<file path="src/verilog/itx_pkg.sv">
package itx_pkg;

    // register indices; byte address is four times the index
    localparam logic [7:0] IDX_INT_CTRL = 8'h0b;
    localparam logic [7:0] IDX_INT_FLAG = 8'h0c;
    localparam logic [7:0] IDX_DATA_BUF = 8'h13;
    localparam logic [7:0] IDX_CONTROL  = 8'h14;
    localparam logic [7:0] IDX_DIRECT   = 8'h87;
    localparam logic [7:0] IDX_INT_EN   = 8'h8c;
    localparam logic [7:0] IDX_SLV_ADDR = 8'h93;
    localparam logic [7:0] IDX_STATUS   = 8'h94;

    // reset values
    localparam logic [7:0] RST_ZERO   = 8'h00;
    localparam logic [5:0] RST_DIRECT = 6'h3f;

    // field positions
    localparam int CTRL_WRITE_COLLISION_FLAG = 7;
    localparam int CTRL_OV   = 6;
    localparam int CTRL_EN   = 5;
    localparam int CTRL_CKP  = 4;
    localparam int STAT_DA   = 5;
    localparam int STAT_STOP = 4;
    localparam int STAT_STRT = 3;
    localparam int STAT_RW   = 2;
    localparam int STAT_BF   = 0;
    localparam int FLAG_EVT  = 3;
    localparam int INTC_GIE  = 7;
    localparam int INTC_PERIPHERAL_INT_ENABLE = 6;
    localparam int DIR_SCL   = 3;
    localparam int DIR_SDA   = 4;

    // port mode select codes
    localparam logic [3:0] MODE_SLV7    = 4'h6;
    localparam logic [3:0] MODE_SLV10   = 4'h7;
    localparam logic [3:0] MODE_SLV7_SP = 4'he;
    localparam logic [3:0] MODE_SLV10_SP = 4'hf;
    localparam logic [3:0] MODE_FW_MAST = 4'hb;

    localparam logic [3:0] BITS_PER_BYTE = 4'h8;

    typedef enum logic [2:0] {
        ST_IDLE, ST_ADDR, ST_RXDATA, ST_ACK, ST_NACK, ST_HOLD, ST_TXDATA, ST_TXACK
    } itx_state_t;

endpackage

</file>
<file path="src/verilog/itx_line_if.sv">
`timescale 1ns/1ps
`default_nettype none
// synchronised bus lines and the conditions found on them
interface itx_line_if;
    logic scl;
    logic sda;
    logic scl_rise;
    logic scl_fall;
    logic start_det;
    logic stop_det;
    modport src (output scl, sda, scl_rise, scl_fall, start_det, stop_det);
    modport dst (input scl, sda, scl_rise, scl_fall, start_det, stop_det);
endinterface
`default_nettype wire

</file>
<file path="src/verilog/itx_line_mon.sv">
`timescale 1ns/1ps
`default_nettype none
module itx_line_mon
(
    input  wire logic clk,
    input  wire logic rst,
    input  wire logic scl_pin,
    input  wire logic sda_pin,
    itx_line_if.src   lines
);

    logic [1:0] scl_sync_r;
    logic [1:0] sda_sync_r;
    logic       scl_q_r;
    logic       sda_q_r;

    ////////////////////////////////////////////////////////////////
    // two-stage synchronisers; idle bus reads high
    always_ff @(posedge clk or posedge rst)
    begin
        if (rst)
        begin
            scl_sync_r <= 2'h3;
            sda_sync_r <= 2'h3;
        end
        else
        begin
            scl_sync_r <= {scl_sync_r[0], scl_pin};
            sda_sync_r <= {sda_sync_r[0], sda_pin};
        end
    end

    // previous settled sample for edge detection
    always_ff @(posedge clk or posedge rst)
    begin
        if (rst)
        begin
            scl_q_r <= 1'b1;
            sda_q_r <= 1'b1;
        end
        else
        begin
            scl_q_r <= scl_sync_r[1];
            sda_q_r <= sda_sync_r[1];
        end
    end

    ////////////////////////////////////////////////////////////////
    // conditions only from settled samples, never from the first stage
    assign lines.scl       = scl_sync_r[1];
    assign lines.sda       = sda_sync_r[1];
    assign lines.scl_rise  = scl_sync_r[1] & ~scl_q_r;
    assign lines.scl_fall  = ~scl_sync_r[1] & scl_q_r;
    assign lines.start_det = scl_sync_r[1] & scl_q_r & sda_q_r & ~sda_sync_r[1];
    assign lines.stop_det  = scl_sync_r[1] & scl_q_r & ~sda_q_r & sda_sync_r[1];

endmodule
`default_nettype wire

</file>
<file path="src/verilog/itx_i2c_port.sv">
// Register access over Avalon-MM is this design's own decision.
`timescale 1ns/1ps
`default_nettype none
module itx_i2c_port
    import itx_pkg::*;
(
    input  wire logic        CLOCK,
    input  wire logic        RESET,
    input  wire logic [9:0]  ADDRESS,
    input  wire logic        READ,
    input  wire logic        WRITE,
    input  wire logic [31:0] WRITEDATA,
    input  wire logic [3:0]  BYTEENABLE,
    output var  logic [31:0] READDATA,
    output logic             WAITREQUEST,
    input  wire logic        SCL_I,
    output logic             SCL_O,
    output logic             SCL_OE,
    input  wire logic        SDA_I,
    output logic             SDA_O,
    output logic             SDA_OE,
    output logic             IRQ
);

    itx_line_if lines ();

    logic       done_r;
    logic       wr_go;
    logic       rd_go;
    logic [7:0] wd;
    logic [7:0] intc_r;
    logic [7:0] pir_r;
    logic [7:0] pie_r;
    logic [5:0] dir_r;
    logic [7:0] saddr_r;
    logic [7:0] buf_r;
    logic       write_collision_flag_r;
    logic       ov_r;
    logic       en_r;
    logic       ckp_r;
    logic [3:0] mode_r;
    logic       da_r;
    logic       stop_r;
    logic       start_r;
    logic       rw_r;
    logic       bf_r;
    logic [7:0] shift_r;
    logic [3:0] cnt_r;
    logic       sda_drv_r;
    logic       ack_ok_r;
    itx_state_t state_r;
    logic       slave_on;
    logic       i2c_on;
    logic       sp_events;
    logic       byte8_fall;
    logic       addr_match;
    logic       busy_full;
    logic       take_addr;
    logic       take_data;
    logic       overflow;
    logic       ninth_fall;
    logic       hold_enter;
    logic       tx_busy;
    logic       ev_set;
    logic       scl_hold;

    function automatic logic hit(input logic [9:0] a, input logic [7:0] idx);
        return a == {idx, 2'b00};
    endfunction

    itx_line_mon u_mon
    (
        .clk     (CLOCK),
        .rst     (RESET),
        .scl_pin (SCL_I),
        .sda_pin (SDA_I),
        .lines   (lines)
    );

    ////////////////////////////////////////////////////////////////
    // bus slave: one wait cycle, access acts when waitrequest is low
    assign WAITREQUEST = (READ | WRITE) & ~done_r;
    assign wr_go       = WRITE & done_r & BYTEENABLE[0];
    assign rd_go       = READ & done_r;
    assign wd          = WRITEDATA[7:0];

    always_ff @(posedge CLOCK or posedge RESET)
    begin
        if (RESET)
            done_r <= 1'b0;
        else
            done_r <= (READ | WRITE) & ~done_r;
    end

    // read data captured in the wait cycle so it stands at the answer edge
    always_ff @(posedge CLOCK or posedge RESET)
    begin
        if (RESET)
            READDATA <= 32'h0;
        else if (READ & ~done_r)
        begin
            READDATA <= 32'h0;
            if (hit(ADDRESS, IDX_INT_CTRL))
                READDATA[7:0] <= intc_r;
            else if (hit(ADDRESS, IDX_INT_FLAG))
                READDATA[7:0] <= pir_r;
            else if (hit(ADDRESS, IDX_INT_EN))
                READDATA[7:0] <= pie_r;
            else if (hit(ADDRESS, IDX_DIRECT))
                READDATA[7:0] <= {2'h0, dir_r};
            else if (hit(ADDRESS, IDX_SLV_ADDR))
                READDATA[7:0] <= saddr_r;
            else if (hit(ADDRESS, IDX_DATA_BUF))
                READDATA[7:0] <= buf_r;
            else if (hit(ADDRESS, IDX_CONTROL))
                READDATA[7:0] <= {write_collision_flag_r, ov_r, en_r, ckp_r, mode_r};
            else if (hit(ADDRESS, IDX_STATUS))
                READDATA[7:0] <= {2'h0, da_r, stop_r, start_r, rw_r, 1'b0, bf_r};
        end
    end

    ////////////////////////////////////////////////////////////////
    // mode decode; everything is gated by the port enable bit
    assign slave_on  = en_r & ((mode_r == MODE_SLV7) | (mode_r == MODE_SLV10) |
                               (mode_r == MODE_SLV7_SP) | (mode_r == MODE_SLV10_SP));
    assign i2c_on    = slave_on | (en_r & (mode_r == MODE_FW_MAST));
    assign sp_events = en_r & ((mode_r == MODE_SLV7_SP) | (mode_r == MODE_SLV10_SP) |
                               (mode_r == MODE_FW_MAST));

    // byte-level decisions taken from the slave state
    assign byte8_fall = lines.scl_fall & (cnt_r == BITS_PER_BYTE);
    assign addr_match = shift_r[7:1] == saddr_r[7:1];
    assign busy_full  = bf_r | ov_r;
    assign take_addr  = (state_r == ST_ADDR) & byte8_fall & addr_match & ~busy_full;
    assign take_data  = (state_r == ST_RXDATA) & byte8_fall & ~busy_full;
    assign overflow   = byte8_fall & busy_full &
                        (((state_r == ST_ADDR) & addr_match) | (state_r == ST_RXDATA));
    assign ninth_fall = lines.scl_fall &
                        ((state_r == ST_ACK) | (state_r == ST_NACK) | (state_r == ST_TXACK));
    assign hold_enter = lines.scl_fall & (((state_r == ST_ACK) & rw_r) |
                                          ((state_r == ST_TXACK) & ack_ok_r));
    assign tx_busy    = (state_r == ST_TXDATA) | (state_r == ST_TXACK);
    assign ev_set     = ninth_fall | (sp_events & (lines.start_det | lines.stop_det));

    ////////////////////////////////////////////////////////////////
    // slave sequencer: runs on synchronised clock edges
    always_ff @(posedge CLOCK or posedge RESET)
    begin
        if (RESET)
        begin
            state_r   <= ST_IDLE;
            cnt_r     <= 4'h0;
            sda_drv_r <= 1'b0;
            ack_ok_r  <= 1'b0;
        end
        else if (!slave_on)
        begin
            state_r   <= ST_IDLE;
            sda_drv_r <= 1'b0;
        end
        else if (lines.stop_det)
        begin
            state_r   <= ST_IDLE;
            sda_drv_r <= 1'b0;
        end
        else if (lines.start_det)
        begin
            // listening goes on even if our own master lost the bus
            state_r   <= ST_ADDR;
            cnt_r     <= 4'h0;
            sda_drv_r <= 1'b0;
        end
        else
        begin
            unique case (state_r)
                ST_IDLE: ;
                ST_ADDR, ST_RXDATA:
                begin
                    if (lines.scl_rise)
                        cnt_r <= cnt_r + 4'h1;
                    else if (byte8_fall)
                    begin
                        cnt_r <= 4'h0;
                        if (take_addr | take_data)
                        begin
                            sda_drv_r <= 1'b1;
                            state_r   <= ST_ACK;
                        end
                        else if (overflow)
                            state_r <= ST_NACK;
                        else
                            state_r <= ST_IDLE;
                    end
                end
                ST_ACK, ST_NACK:
                begin
                    if (lines.scl_fall)
                    begin
                        sda_drv_r <= 1'b0;
                        cnt_r     <= 4'h0;
                        state_r   <= (state_r == ST_ACK && rw_r) ? ST_HOLD : ST_RXDATA;
                    end
                end
                ST_HOLD:
                begin
                    // clock stays low until software sets the release bit
                    if (ckp_r)
                    begin
                        sda_drv_r <= ~shift_r[7];
                        cnt_r     <= 4'h0;
                        state_r   <= ST_TXDATA;
                    end
                end
                ST_TXDATA:
                begin
                    if (lines.scl_fall)
                    begin
                        cnt_r <= cnt_r + 4'h1;
                        if (cnt_r == BITS_PER_BYTE - 4'h1)
                        begin
                            sda_drv_r <= 1'b0;
                            state_r   <= ST_TXACK;
                        end
                        else
                            sda_drv_r <= ~shift_r[6];
                    end
                end
                ST_TXACK:
                begin
                    if (lines.scl_rise)
                        ack_ok_r <= ~lines.sda;
                    else if (lines.scl_fall)
                        state_r <= ack_ok_r ? ST_HOLD : ST_IDLE;
                end
            endcase
        end
    end

    // shift register: receive on rising edges, send on falling edges
    always_ff @(posedge CLOCK or posedge RESET)
    begin
        if (RESET)
            shift_r <= RST_ZERO;
        else if (wr_go && hit(ADDRESS, IDX_DATA_BUF) && !tx_busy)
            shift_r <= wd;
        else if (lines.scl_rise && (state_r == ST_ADDR || state_r == ST_RXDATA))
            shift_r <= {shift_r[6:0], lines.sda};
        else if (lines.scl_fall && state_r == ST_TXDATA)
            shift_r <= {shift_r[6:0], 1'b0};
    end

    ////////////////////////////////////////////////////////////////
    // plain software registers
    always_ff @(posedge CLOCK or posedge RESET)
    begin
        if (RESET)
        begin
            intc_r  <= RST_ZERO;
            pie_r   <= RST_ZERO;
            dir_r   <= RST_DIRECT;
            saddr_r <= RST_ZERO;
        end
        else if (wr_go)
        begin
            if (hit(ADDRESS, IDX_INT_CTRL))
                intc_r <= wd;
            if (hit(ADDRESS, IDX_INT_EN))
                pie_r <= wd;
            if (hit(ADDRESS, IDX_DIRECT))
                dir_r <= wd[5:0];
            if (hit(ADDRESS, IDX_SLV_ADDR))
                saddr_r <= wd;
        end
    end

    // interrupt flags: a hardware set beats a software clear
    always_ff @(posedge CLOCK or posedge RESET)
    begin
        if (RESET)
            pir_r <= RST_ZERO;
        else
        begin
            if (wr_go && hit(ADDRESS, IDX_INT_FLAG))
                pir_r <= wd;
            if (ev_set)
                pir_r[FLAG_EVT] <= 1'b1;
        end
    end

    // control register; overflow and collision are cleared only by writes
    always_ff @(posedge CLOCK or posedge RESET)
    begin
        if (RESET)
        begin
            write_collision_flag_r <= 1'b0;
            ov_r   <= 1'b0;
            en_r   <= 1'b0;
            ckp_r  <= 1'b0;
            mode_r <= 4'h0;
        end
        else
        begin
            if (hold_enter)
                ckp_r <= 1'b0;
            if (wr_go && hit(ADDRESS, IDX_CONTROL))
            begin
                write_collision_flag_r <= wd[CTRL_WRITE_COLLISION_FLAG];
                ov_r   <= wd[CTRL_OV];
                en_r   <= wd[CTRL_EN];
                ckp_r  <= wd[CTRL_CKP];
                mode_r <= wd[3:0];
            end
            if (overflow)
                ov_r <= 1'b1;
            if (wr_go && hit(ADDRESS, IDX_DATA_BUF) && tx_busy)
                write_collision_flag_r <= 1'b1;
        end
    end

    // data buffer and byte status
    always_ff @(posedge CLOCK or posedge RESET)
    begin
        if (RESET)
        begin
            buf_r <= RST_ZERO;
            bf_r  <= 1'b0;
            rw_r  <= 1'b0;
            da_r  <= 1'b0;
        end
        else
        begin
            if (rd_go && hit(ADDRESS, IDX_DATA_BUF))
                bf_r <= 1'b0;
            if (wr_go && hit(ADDRESS, IDX_DATA_BUF))
                buf_r <= wd;
            if (take_addr)
            begin
                buf_r <= shift_r;
                bf_r  <= 1'b1;
                rw_r  <= shift_r[0];
                da_r  <= 1'b0;
            end
            else if (take_data)
            begin
                buf_r <= shift_r;
                bf_r  <= 1'b1;
                da_r  <= 1'b1;
            end
            else if (lines.scl_fall && state_r == ST_TXACK)
                da_r <= 1'b1;
        end
    end

    // start and stop seen flags, cleared while the port is off
    always_ff @(posedge CLOCK or posedge RESET)
    begin
        if (RESET)
        begin
            start_r <= 1'b0;
            stop_r  <= 1'b0;
        end
        else if (!en_r)
        begin
            start_r <= 1'b0;
            stop_r  <= 1'b0;
        end
        else if (lines.start_det)
        begin
            start_r <= 1'b1;
            stop_r  <= 1'b0;
        end
        else if (lines.stop_det)
        begin
            start_r <= 1'b0;
            stop_r  <= 1'b1;
        end
    end

    ////////////////////////////////////////////////////////////////
    // open-drain pins: level is always low, enables decide.
    // output direction pulls low in an enabled I2C mode whatever the port latch holds
    assign scl_hold = state_r == ST_HOLD;
    assign SCL_O    = 1'b0;
    assign SDA_O    = 1'b0;
    assign SCL_OE   = (i2c_on & ~dir_r[DIR_SCL]) | scl_hold;
    assign SDA_OE   = (i2c_on & ~dir_r[DIR_SDA]) | sda_drv_r;

    // interrupt request needs the event flag and all three enables
    assign IRQ = pir_r[FLAG_EVT] & pie_r[FLAG_EVT] & intc_r[INTC_PERIPHERAL_INT_ENABLE] & intc_r[INTC_GIE];

endmodule
`default_nettype wire

</file>
<file path="config.mk">
export PLATFORM = sky130hd
export DESIGN_NAME = itx_i2c_port
export DESIGN_NICKNAME = d
export VERILOG_FILES = /design/src/verilog/itx_pkg.sv /design/src/verilog/itx_line_if.sv /design/src/verilog/itx_line_mon.sv /design/src/verilog/itx_i2c_port.sv
export SDC_FILE = /design/constraint.sdc
export NUM_CORES = 1
export LEC_CHECK = 0
export ABC_AREA = 0
export BUFFER_PORTS_ARGS = -buffer_cell sky130_fd_sc_hd__buf_2
export CAP_MARGIN = 10
export CORE_MARGIN = 2
export CORE_UTILIZATION = 37
export CTS_CLUSTER_DIAMETER = 120
export CTS_CLUSTER_SIZE = 8
export DETAILED_ROUTE_END_ITERATION = 12
export PLACE_DENSITY = 0.62
export SYNTH_ARGS = -nofsm -noshare
export SYNTH_HDL_FRONTEND = slang
export SYNTH_SLANG_ARGS = --single-unit
export TNS_END_PERCENT = 5
</file>
<file path="constraint.sdc">
create_clock -name CLOCK -period 4.2 [get_ports CLOCK]
set_input_delay 0.21 -clock CLOCK [delete_from_list [all_inputs] [get_ports CLOCK]]
set_output_delay 0.21 -clock CLOCK [all_outputs]
set_load 0.01 [all_outputs]
</file>
==> metrics list, run 1 <==
* Result of the run: complete, no violations
* Power density over the cells: 330 nW/µm²
* Overall global routing resource usage: 0.196
* # clock sinks: 91
* Worst stage delay on the critical path: approximately 0.62 ns
- The later pin in the worst-skew pair is clocked with a latency of ~0.36 ns.
- The number of hold violations in the final report came to 0.
- Final Routed Wirelength: 14300 µm
* Max_slew headroom: 0.308
* Number of hold buffers added after cts: 2
- The compound-gate portion of the synthesized area came to 0.151.
* Kind of end point of the critical path: flop
- The finished layout holds 719 standard cells, fillers aside.
- By count the netlist is led by sky130_fd_sc_hd__dfrtp_1, sky130_fd_sc_hd__mux2_2, sky130_fd_sc_hd__nor2_1.
* Highest-delay cell along the critical path: sky130_fd_sc_hd__dfstp_2
* Main combinational cell family by area after synthesis: simple AND/OR/NAND/NOR gates
- Synthesis-to-finish area growth: 9.62%
* Unrepaired setup endpoints after global routing: no
- Number of enable flip-flop cells after synthesis: 0
- Port buffering added 36 buffers.
- In this run, synthesis produced a sequential element count of between 90 and 100.
- RePlAce Congestion: 0.901
- Largest vdd supply drop: 0.205 mV
- In the final timing run, aggregate negative setup slack is 0 ns.
- Post-synth top area cell: sky130_fd_sc_hd__dfrtp_1
- Wire length of the first global-routing pass: 22100 µm
- Along the worst path, the maximum fanout reaches 10.
* Time the final worst path needs with I/O delays and setup: approximately 2.4 ns
- CTS built an H-tree with a depth of 3.
- In the final layout, the share of cells above drive strength 1 is 0.271.
- After the first detailed-routing iteration, the DRC count stood at 428.
* Vias in the first global route: 3939
- Netlist area before placement: 5320 µm²
- Clock tree from TritonCTS: built
- Final number of max-transition violations: 0
- Num CTS Buffers: 9
* Count of fill cells added during filler insertion: 1323
* Most frequent cell after synthesis: sky130_fd_sc_hd__dfrtp_1
- The initial antenna violation count came to 0.
- In this run the remaining antenna-violating nets after routing total 0.
- A synthesized cell averages 10.4 µm².
- Largest net degree at the start of global routing: 53
- The clock arrives with 0.00601 ns of skew.
- Routed length per placed instance: 19.8 µm
- Of the available clock period, the critical path in the final layout requires 0.568.
- Cell Count Post-Placement: 702
- Cells along the critical path: nand2b_1, a211oi_1, o21ai_1, or2_0, a2111oi_0
* Clock-pin slew of the registers on the worst-case setup and hold paths: 0.06 ns
* Post-cts gate resize count: 0
* Sequential-to-total area share from yosys stat: 0.431
- Measured against the total synthesized area, the mux share comes to 0.148.
- Slew of the pin with the lowest slew margin: about 1 ns
* Maxcap violations: 0
- Global routing finished with a remaining overflow of 0.
* Top cells by area, synth: sky130_fd_sc_hd__dfrtp_1, sky130_fd_sc_hd__mux2_2, sky130_fd_sc_hd__dfstp_2, sky130_fd_sc_hd__buf_4, sky130_fd_sc_hd__o21ai_0
* Share of power burned in the clock network: 0.456
- The core region is between 10000 and 15000 µm².
- Of the total synthesized cell area, the portion taken by full adders, half adders and majority gates is 0.00471.
- Final nets: 589
- During synthesis, Yosys emitted a total of 0 warnings.
- At the worst endpoint, the required time is between 4 and 5 ns.
* # Post-CTS Setup Buffers: 0
* FF/Latch Area: 2290 µm²
* Antenna diode count: 0
- Setup-violating endpoint count in the final report: 0
* Via-per-instance ratio: 5.86
- FMAX: around 420 MHz
* Leading register cell type out of synthesis: sky130_fd_sc_hd__dfrtp_1
* Type of element launching the critical path: flop
- In the final layout, the multi-input gates occupy 2730 µm².
* Net Sw Frac: 0.236
* Length of the first detailed-routing pass in iterations: 6
- The die covers 15300 µm².
* Crit path DAT: 2.58 ns
* Remaining design rule violation count: 0
* Leakage: 0.00255 µW
- Of the total power, registers draw 0.471.
* XOR/XNOR share of the synthesized area: 0.0148
* Die W: 124 µm
* Share of Yosys cell area claimed by the top area cell type: 0.372
- After floorplanning, the core was divided into 43 placement rows.
* Vertical die dimension: roughly 120 µm
* Switching power total: 453 µW
- Of the total power, combinational logic draws 0.073.
- Ports placed on the boundary: 90
- After synthesis, the share of flip-flops with an asynchronous set or reset is 1.00.
- Effective utilization at floorplan: 0.382
- The internal power of the cells totals approximately 1500 µW.
- Total power after layout: between 1500 and 2000 µW
- Crit Path Class: flop to flop
- Path type of the worst min-delay path: input port to asynchronous set/reset pin
- Total vias in the final route: 4215
- The tree is rooted in a sky130_fd_sc_hd__clkbuf_16.
* Cells after Synth: between 500 and 600
- Number of library cell types mapped by synthesis: 80
- Post-synthesis share of cell area spent on and, or, nand and nor gates: 0.176
- The clock passes through at most 2 buffers.
* Half-perimeter wire length after detailed placement: 10300 µm
## metrics by stage
step	setup WS [ns]	area (µm²)	util	hold slack, ns
global route	1.61	5830	0.418	0.106
global placement	1.63	5490	0.394	0.320
CTS	1.84	5830	0.418	0.0618
finish	1.81	5830	0.418	0.0233
detailed placement	1.59	5490	0.394	0.320
floorplan	1.65	5410	-	0.214
## placed cells by master, fill, tap and decap left out, types with 4 or more instances in the layout
cell type                   Yosys  final
sky130_fd_sc_hd__mux2i_1        9      9
sky130_fd_sc_hd__nor2b_1        7      7
sky130_fd_sc_hd__a21o_1         4      4
sky130_fd_sc_hd__nand4_1       10     10
sky130_fd_sc_hd__o211ai_1       4      4
sky130_fd_sc_hd__nor2_1        37     37
sky130_fd_sc_hd__dfstp_2       12     12
sky130_fd_sc_hd__mux2_2        51     51
sky130_fd_sc_hd__buf_4         28      4
sky130_fd_sc_hd__o21ai_0       32     32
sky130_fd_sc_hd__nor3_1        13     13
sky130_fd_sc_hd__a21oi_1        7      7
sky130_fd_sc_hd__xnor2_1        9      9
sky130_fd_sc_hd__a2bb2oi_1      4      4
sky130_fd_sc_hd__nand2_1       35     35
sky130_fd_sc_hd__o31ai_1        4      4
sky130_fd_sc_hd__dfrtp_1       79     79
sky130_fd_sc_hd__nand3b_1       6      6
sky130_fd_sc_hd__inv_1          9      8
sky130_fd_sc_hd__a211oi_1       7      7
sky130_fd_sc_hd__nand3_1       10     10
sky130_fd_sc_hd__a221oi_1       4      4
sky130_fd_sc_hd__nand2b_1       6      6
sky130_fd_sc_hd__conb_1         1     26
sky130_fd_sc_hd__nor4b_1        4      4
sky130_fd_sc_hd__or2_2          5      5
sky130_fd_sc_hd__buf_2          9     36
sky130_fd_sc_hd__a31oi_1       12     12
sky130_fd_sc_hd__clkbuf_16      0      9
sky130_fd_sc_hd__mux2_4         8      8
## area by class of cell
type                            instances  share of cell area
Multi-Input combinational cell        382               0.468
Sequential cell                        91               0.393
Clock buffer                           11              0.0416
Timing Repair Buffer                   42              0.0395
Tap cell                              180              0.0386
Clock inverter                          4              0.0129
Inverter                                9             0.00601
## critical path, delay by kind of cell, from the launching register on
| family | cells | cell delay, ns |
|---|---|---|
| and+or+nand+nor | 2 | 0.45 |
| AOI/OAI and AO/OA | 3 | 1.16 |
| DFF | 1 | 0.62 |
## path summary, 6_finish.rpt
kind / start / end / slack [ns] / cells after the start
max in group asynchronous: RESET / dir_r[1] / 3.13 / 3
max reg2reg: u_mon.scl_q_r / state_r[2] / 1.81 / 5
min in group CLOCK: WRITE / done_r / 0.13 / 3
min reg2reg: u_mon.scl_sync_r[0] / u_mon.scl_sync_r[1] / 0.36 / 0
max: u_mon.scl_q_r / state_r[2] / 1.81 / 5
min: RESET / cnt_r[3] / 0.02 / 2
## registers in the layout, summed over array words and instances, names as in the netlist, 3 cells and up
name and flops:
saddr_r 8, cnt_r 4, READDATA 8, pie_r 8
dir_r 6, pir_r 8, shift_r 8, state_r 3
mode_r 4, buf_r 8, intc_r 8
## kinds of logic after synthesis
family / count (synthesis)
compound gates: 114
xor+xnor: 9
fa+ha+maj: 2
buf+inv: 61
flops: 91
mux: 68
other cells: 1
simple gates: 163
## power by group through the flow
stage	combinational (µW)	clock [µW]	sequential, µW
6_report	140	876	905
4_1_cts	140	894	905
3_3_place_gp	137	0	920
2_1_floorplan	101	0	919
5_1_grt	155	930	907
3_5_place_dp	138	0	921
## routing by layer
layer | vias up | wire [µm] | track usage | part of all wire
li1 | 1885 | - | - | -
met1 | 2148 | 6450 | 0.278 | 0.45
met2 | 160 | 6560 | 0.293 | 0.46
met3 | 22 | 959 | 0.0353 | 0.067
met4 | 0 | 300 | 0.0817 | 0.021
met5 | - | 0 | 0 | 0
Power figures use the tool's default switching activity.
==> inputs of run 2 (changes only) <==
PLACE_DENSITY = 0.65   (was 0.62)
clock period = 1.9 ns   (was 4.2 ns; I/O delays follow)
==> run 2 against run 1 <==
The run now ends with negative setup slack left. Utilization up 4.5 points. Maximum frequency up 18%. Via count up 5.1%. Clock skew up 0.0045 ns. Power up 120%. Largest power group unchanged. Highest routed layer unchanged.
==> metrics list, run 2 (synthesis results as in run 1) <==
- Power density over the cells: 640 nW/µm²
- Worst-case setup margin in the final layout: -0.115 ns
- The number of hold violations in the final report was 0.
- Kind of end point of the critical path: flop
- The detailed router finished its first iteration with approximately 380 violations.
* Highest-delay cell along the critical path: sky130_fd_sc_hd__dfstp_2
- The area growth from synthesis to layout is 21.5%.
* RePlAce Congestion: 0.961
* FF/Latch Area: ~2300 µm²
- Input/output buffers: 36
- Dividing the detail-routed wire length by the instance count gives 19.2 µm.
- Effective utilization at floorplan: 0.382
* Ports placed on the boundary: 90
* Final Routed Wirelength: 15200 µm
* Time the final worst path needs with I/O delays and setup: 2.02 ns
* Overall overflow remaining after global route: 0
- Post-route fraction of the period consumed by the critical path: 1.06
* Largest net degree at the start of global routing: between 90 and 100
- After detailed placement, the design holds a cell count of 773.
* Half-perimeter wire length after detailed placement: 11500 µm
- Crit Path Max Fanout: 4
* Largest vdd supply drop: 0.438 mV
* Max_slew headroom: 0.628
* Most common cell after layout, fill and taps aside: sky130_fd_sc_hd__dfrtp_1
- For this run, the total global-route usage over all layers was measured as 0.212.
* Final nets: between 600 and 700
* Clock-pin slew of the registers on the worst-case setup and hold paths: roughly 0.070 ns
- In the layout the commonest cells are sky130_fd_sc_hd__dfrtp_1, sky130_fd_sc_hd__buf_4, sky130_fd_sc_hd__mux2_2, sky130_fd_sc_hd__nor2_1, sky130_fd_sc_hd__buf_2.
- Data required time at the worst endpoint: 2.14 ns
- Launch instance of the worst register-to-register path: u_mon.scl_q_r
- TritonCTS created 9 clock buffers.
- Final number of max-transition violations: 0
* Via-per-instance ratio: 5.59
- Setup repair after global routing could not meet its margin everywhere.
* Vertical die dimension: 124 µm
- Data on the critical path arrives at its endpoint at 2.25 ns.
- In this run the most critical hold path is launched from WRITE.
- Die W: 124 µm
- Clock tree from TritonCTS: built
- Non-filler instance count after layout: 792
- Depth of the CTS H-tree: 3
- STA classifies the critical path startpoint as a flop.
* Wire length of the first global-routing pass: 24300 µm
* Skew-Pair Late Insertion Delay: 0.36 ns
- Worst clock skew: 0.0105 ns
- For this run, the detailed router's first-pass iteration total came to 5.
- The via count of the first global-routing pass was 4375.
* CTS Root Buffer Type: sky130_fd_sc_hd__clkbuf_16
* Crit Path Class: flop to flop
* Worst stage delay on the critical path: 0.54 ns
- Final Hold Slack: between 0.01 and 0.015 ns
* Antenna diode count: 0
- The filler cells instantiated in the layout total 1270.
- Final Util: 0.464
- Maxcap violations: 0
* FMAX: 496 MHz
* Result of the run: finished, violations left
- Setup-violating endpoint count in the final report: 5
- The most critical setup path has its startpoint at u_mon.scl_q_r.
- Prior to clock tree synthesis, the placed netlist has a worst setup slack of -0.128 ns.
- # clock sinks: 91
- Remaining design rule violation count: 0
- In the final layout, the share of cells above drive strength 1 is 0.374.
* Total vias in the final route: around 4400
- Cells along the critical path: nand2b_1, a211oi_1, buf_4, o21ai_1, or2_0, a2111oi_2
* Bufs and invs on worst path: 1
* Area of the core region: 13900 µm²
- Number of rows in the core area: 43
* Slew of the pin with the lowest slew margin: 0.556 ns
* Leakage: 0.00291 µW
* Multi-input gate area in the final layout: 2810 µm²
- Initial antenna violation count: 0
* Die Area: 15300 µm²
- Remaining antenna violation count: 0
* Path type of the worst min-delay path: input port to flop
- No sink is reached through more buffers than the 2 on the longest clock path.
- Cell class contributing the biggest share of worst-path delay: compound AO/OA/AOI/OAI gates
- The final reports fail on negative setup slack.
run 2: cell count changes in the layout (fill, tap and decap cells not counted), moves of 2 or more:
cell,before,now
sky130_fd_sc_hd__buf_4,4,73
sky130_fd_sc_hd__dfrtp_2,0,2
sky130_fd_sc_hd__a211oi_1,7,5
sky130_fd_sc_hd__bufinv_16,2,0
sky130_fd_sc_hd__inv_8,0,2
sky130_fd_sc_hd__o21ai_1,1,4
sky130_fd_sc_hd__inv_6,0,2
sky130_fd_sc_hd__buf_12,0,2
sky130_fd_sc_hd__o21ai_0,32,29
sky130_fd_sc_hd__dfrtp_1,79,77
run 2: layout make-up:
class                   instances  share of cell area
well taps                     180              0.0348
flip-flops and latches         91               0.355
inverters                       9             0.00581
clock inverters                 6             0.00852
clock buffers                  10              0.0370
repair buffers                114               0.124
multi-input cells             382               0.435
run 2: report_power, final:
| group | switching [µW] | leakage (µW) | internal (µW) |
|---|---|---|---|
| Clock | 831 | 0.000140 | 950 |
| Combinational | 238 | 0.00161 | 123 |
| Sequential | 21.6 | 0.00115 | 1970 |
run 2: path summary, 6_finish.rpt:
check | to | cells past startpoint | slack, ns
worst max register to register | state_r[2] | 6 | -0.12
worst max-delay path | state_r[2] | 6 | -0.12
worst min-delay path | done_r | 3 | 0.01
worst min register to register | u_mon.scl_sync_r[1] | 0 | 0.36
max in group asynchronous | dir_r[5] | 4 | 1.07
min in group asynchronous | stop_r | 4 | 0.43
run 2: metal layers:
layer | global-route usage | share of wire | wire (µm) | vias up
met1 | 0.306 | 0.46 | 7060 | 2243
met5 | 0 | 0 | 0 | -
met3 | 0.0398 | 0.066 | 1010 | 21
met2 | 0.316 | 0.45 | 6890 | 145
met4 | 0.0795 | 0.019 | 287 | 0
li1 | - | - | - | 2022
run 2: timing repair:
item,4_1_cts,5_1_grt
hold buffers,3,0
resized for setup,7,14
setup buffers,0,0
setup endpoints to repair,17,26
hold endpoints to repair,81,0
pin swaps,0,2
run 2: worst min-delay path, stage by stage:
cell                     delay (ns)
sky130_fd_sc_hd__buf_2         0.08
sky130_fd_sc_hd__nor2_1        0.04
sky130_fd_sc_hd__nor2_1        0.10
run 2: per-stage QoR:
stage	setup TNS, ns	total power (µW)	instance area, µm²
global placement	-0.857	2380	6050
finish	-0.297	4140	6460
detailed placement	-1.43	2380	6050
CTS	-0.0274	4170	6410
floorplan	-0.193	2260	5420
global route	-0.611	4300	6460
==> inputs of run 3 (changes only) <==
CORE_ASPECT_RATIO = 1.75   (was unset)
==> run 3 against run 2 <==
The flow still finishes with violations (negative setup slack). First-iteration DRC count fell by 38%. Utilization down 0.21 points. Sequential cell count unchanged. Die area grew 0.25%. Clock skew down 0.0019 ns. Worst hold slack better by 0.037 ns. Routed wire length grew 3.4%. Setup slack better by 0.097 ns. Sequential share of layout area decreased by 0.54 points. Non-clock buffer count increased by 7. Maximum frequency up 5.1%. Critical path type unchanged.
==> metrics list, run 3 (synthesis results as in run 1) <==
- Clock tree synthesis selected as its root buffer the cell sky130_fd_sc_hd__clkbuf_16.
* Vias in the first global route: 4610
* Via-per-instance ratio: 5.55
- Cell Count Post-Placement: just under 800
* Antenna diode count: 0
- Remaining design rule violation count: 0
* Setup-violating endpoint count in the final report: 1
- Detailed placement ended at an HPWL of 12200 µm.
* Skew-Pair Late Insertion Delay: approximately 0.34 ns
- The flow ran to the end, but the final reports show violations.
- Most common cell after layout, fill and taps aside: sky130_fd_sc_hd__buf_4
- The tool flagged a number of max-cap violations equal to 0.
- Input/output buffers: 36
- Final nets: 668
- Worst hold path startpoint: WRITE
- FMAX: 521 MHz
* Crit Path Class: flop to flop
- The tightest min-delay check is of the input port to flop type.
- Compared with the post-synthesis result, the final layout area differs by 23.5%.
- Across the VDD grid, the largest voltage drop is ~0.36 mV.
* Time the final worst path needs with I/O delays and setup: around 1.9 ns
- Data required time at the worst endpoint: roughly 2.1 ns
- On the final layout, the worst hold slack is 0.0489 ns.
- The longest clock path from root to sink contains 2 buffers.
* Routed length per placed instance: 19.7 µm
- Worst-case setup margin in the final layout: -0.0185 ns
* Overall global routing resource usage: 0.217
- The initial antenna violation count is 0.
- Crit path launch: state_r[1]
- Routability-driven placement finished with a final weighted congestion of 0.949.
- Area of the core region: 14200 µm²
* # clock sinks: 91
* Kind of end point of the critical path: flop
- Commonest non-fill, non-tap cells in the layout: sky130_fd_sc_hd__buf_4, sky130_fd_sc_hd__dfrtp_1, sky130_fd_sc_hd__mux2_2, sky130_fd_sc_hd__nor2_1, sky130_fd_sc_hd__buf_2
- Effective utilization at floorplan: 0.374
* Total power after layout: 4310 µW
- For this block, the routed nets add up to 15800 µm of wire.
- Crit Path Max Fanout: 6
* Largest net degree at the start of global routing: 92
- Number of rows in the core area: 58
* Power density over the cells: ~660 nW/µm²
* Iter 0 DRT Violations: 238
- Vertical die dimension: approximately 160 µm
- Die Area: approximately 15000 µm²
- Final Util: 0.462
- For the worst setup path, the data arrival time is 2.14 ns.
* Total vias in the final route: around 4400
- For this run, the number of standard cells in the final layout without fillers is 799.
* Share of post-route cells with drive strength above 1: 0.399
- Wire length of the first global-routing pass: ~25000 µm
- The first detailed-routing pass ran for 5 iterations.
- Type of element launching the critical path: flop
- Num CTS Buffers: 9
- Final number of max-transition violations: 0
- Leakage: 0.00297 µW
- Global routing finished with a remaining overflow of 0.
- The H-tree was split into 3 levels.
* Remaining antenna violation count: 0
- On the final layout, the worst clock skew is around 0.0086 ns.
- Unrepaired setup endpoints after global routing: yes
* Clock-pin slew of the registers on the worst-case setup and hold paths: 0.07 ns
- Clock tree from TritonCTS: built
- In this run the critical register-to-register path is launched from state_r[1].
* Total count of hold-check failures in the final report: 0
- Post-route fraction of the period consumed by the critical path: 1.01
- Violated checks: negative setup slack
- Ports placed on the boundary: 90
- Die W: 94.6 µm
-- run 3: layout make-up --
type                            count  area (µm²)
Clock buffer                       10         239
Clock inverter                      6        88.8
Fill cell                        1356        7660
Inverter                            9        37.5
Multi-Input combinational cell    382        2840
Sequential cell                    91        2300
Tap cell                          180         225
Timing Repair Buffer              121         838
-- run 3: final timing paths --
path                                  endpoint  slack (ns)  cells after the start
max reg2reg                         state_r[1]       -0.02                      7
min in group asynchronous             pir_r[2]        0.44                      4
min reg2reg                u_mon.sda_sync_r[1]        0.36                      0
max in group asynchronous           state_r[1]        1.07                      4
min                                     done_r        0.05                      3
max                                 state_r[1]       -0.02                      7
-- run 3: timing repair --
action / CTS / global route
buffers inserted: 1 / 2
hold buffers: 3 / 0
pin swaps: 4 / 4
resized for setup: 13 / 15
endpoints found under the hold margin: 81 / 0
setup endpoints to repair: 15 / 17
-- run 3: metrics by stage --
| step | cell area [µm²] | setup slack (ns) | setup TNS [ns] |
|---|---|---|---|
| CTS | 6490 | 0.00138 | 0 |
| detailed placement | 6070 | -0.340 | -1.03 |
| finish | 6570 | -0.0185 | -0.0185 |
| global route | 6570 | -0.0465 | -0.230 |
| global placement | 6070 | -0.317 | -0.748 |
| floorplan | 5420 | -0.0758 | -0.193 |
-- run 3: worst max-delay path, cell delays in order, from the launching register on --
cell and delay (ns):
sky130_fd_sc_hd__dfrtp_2 0.46, sky130_fd_sc_hd__buf_4 0.18, sky130_fd_sc_hd__buf_4 0.15, sky130_fd_sc_hd__nand3b_1 0.10, sky130_fd_sc_hd__o21bai_2 0.15, sky130_fd_sc_hd__o21ai_1 0.13, sky130_fd_sc_hd__or2_0 0.28, sky130_fd_sc_hd__o311a_1 0.36
-- run 3: per-layer routing --
layer / GRT usage / vias to the layer above / part of all wire
met2: 0.415 / 141 / 0.57
met5: 0 / - / 0
li1: - / 2046 / -
met1: 0.217 / 2192 / 0.34
met4: 0.121 / 0 / 0.053
met3: 0.0292 / 52 / 0.033
-- run 3: power by group --
part	switching, µW	total [µW]	internal (µW)
Sequential	20.9	1990	1970
Clock	763	1950	1190
Combinational	234	360	126
Total	1020	4310	3290
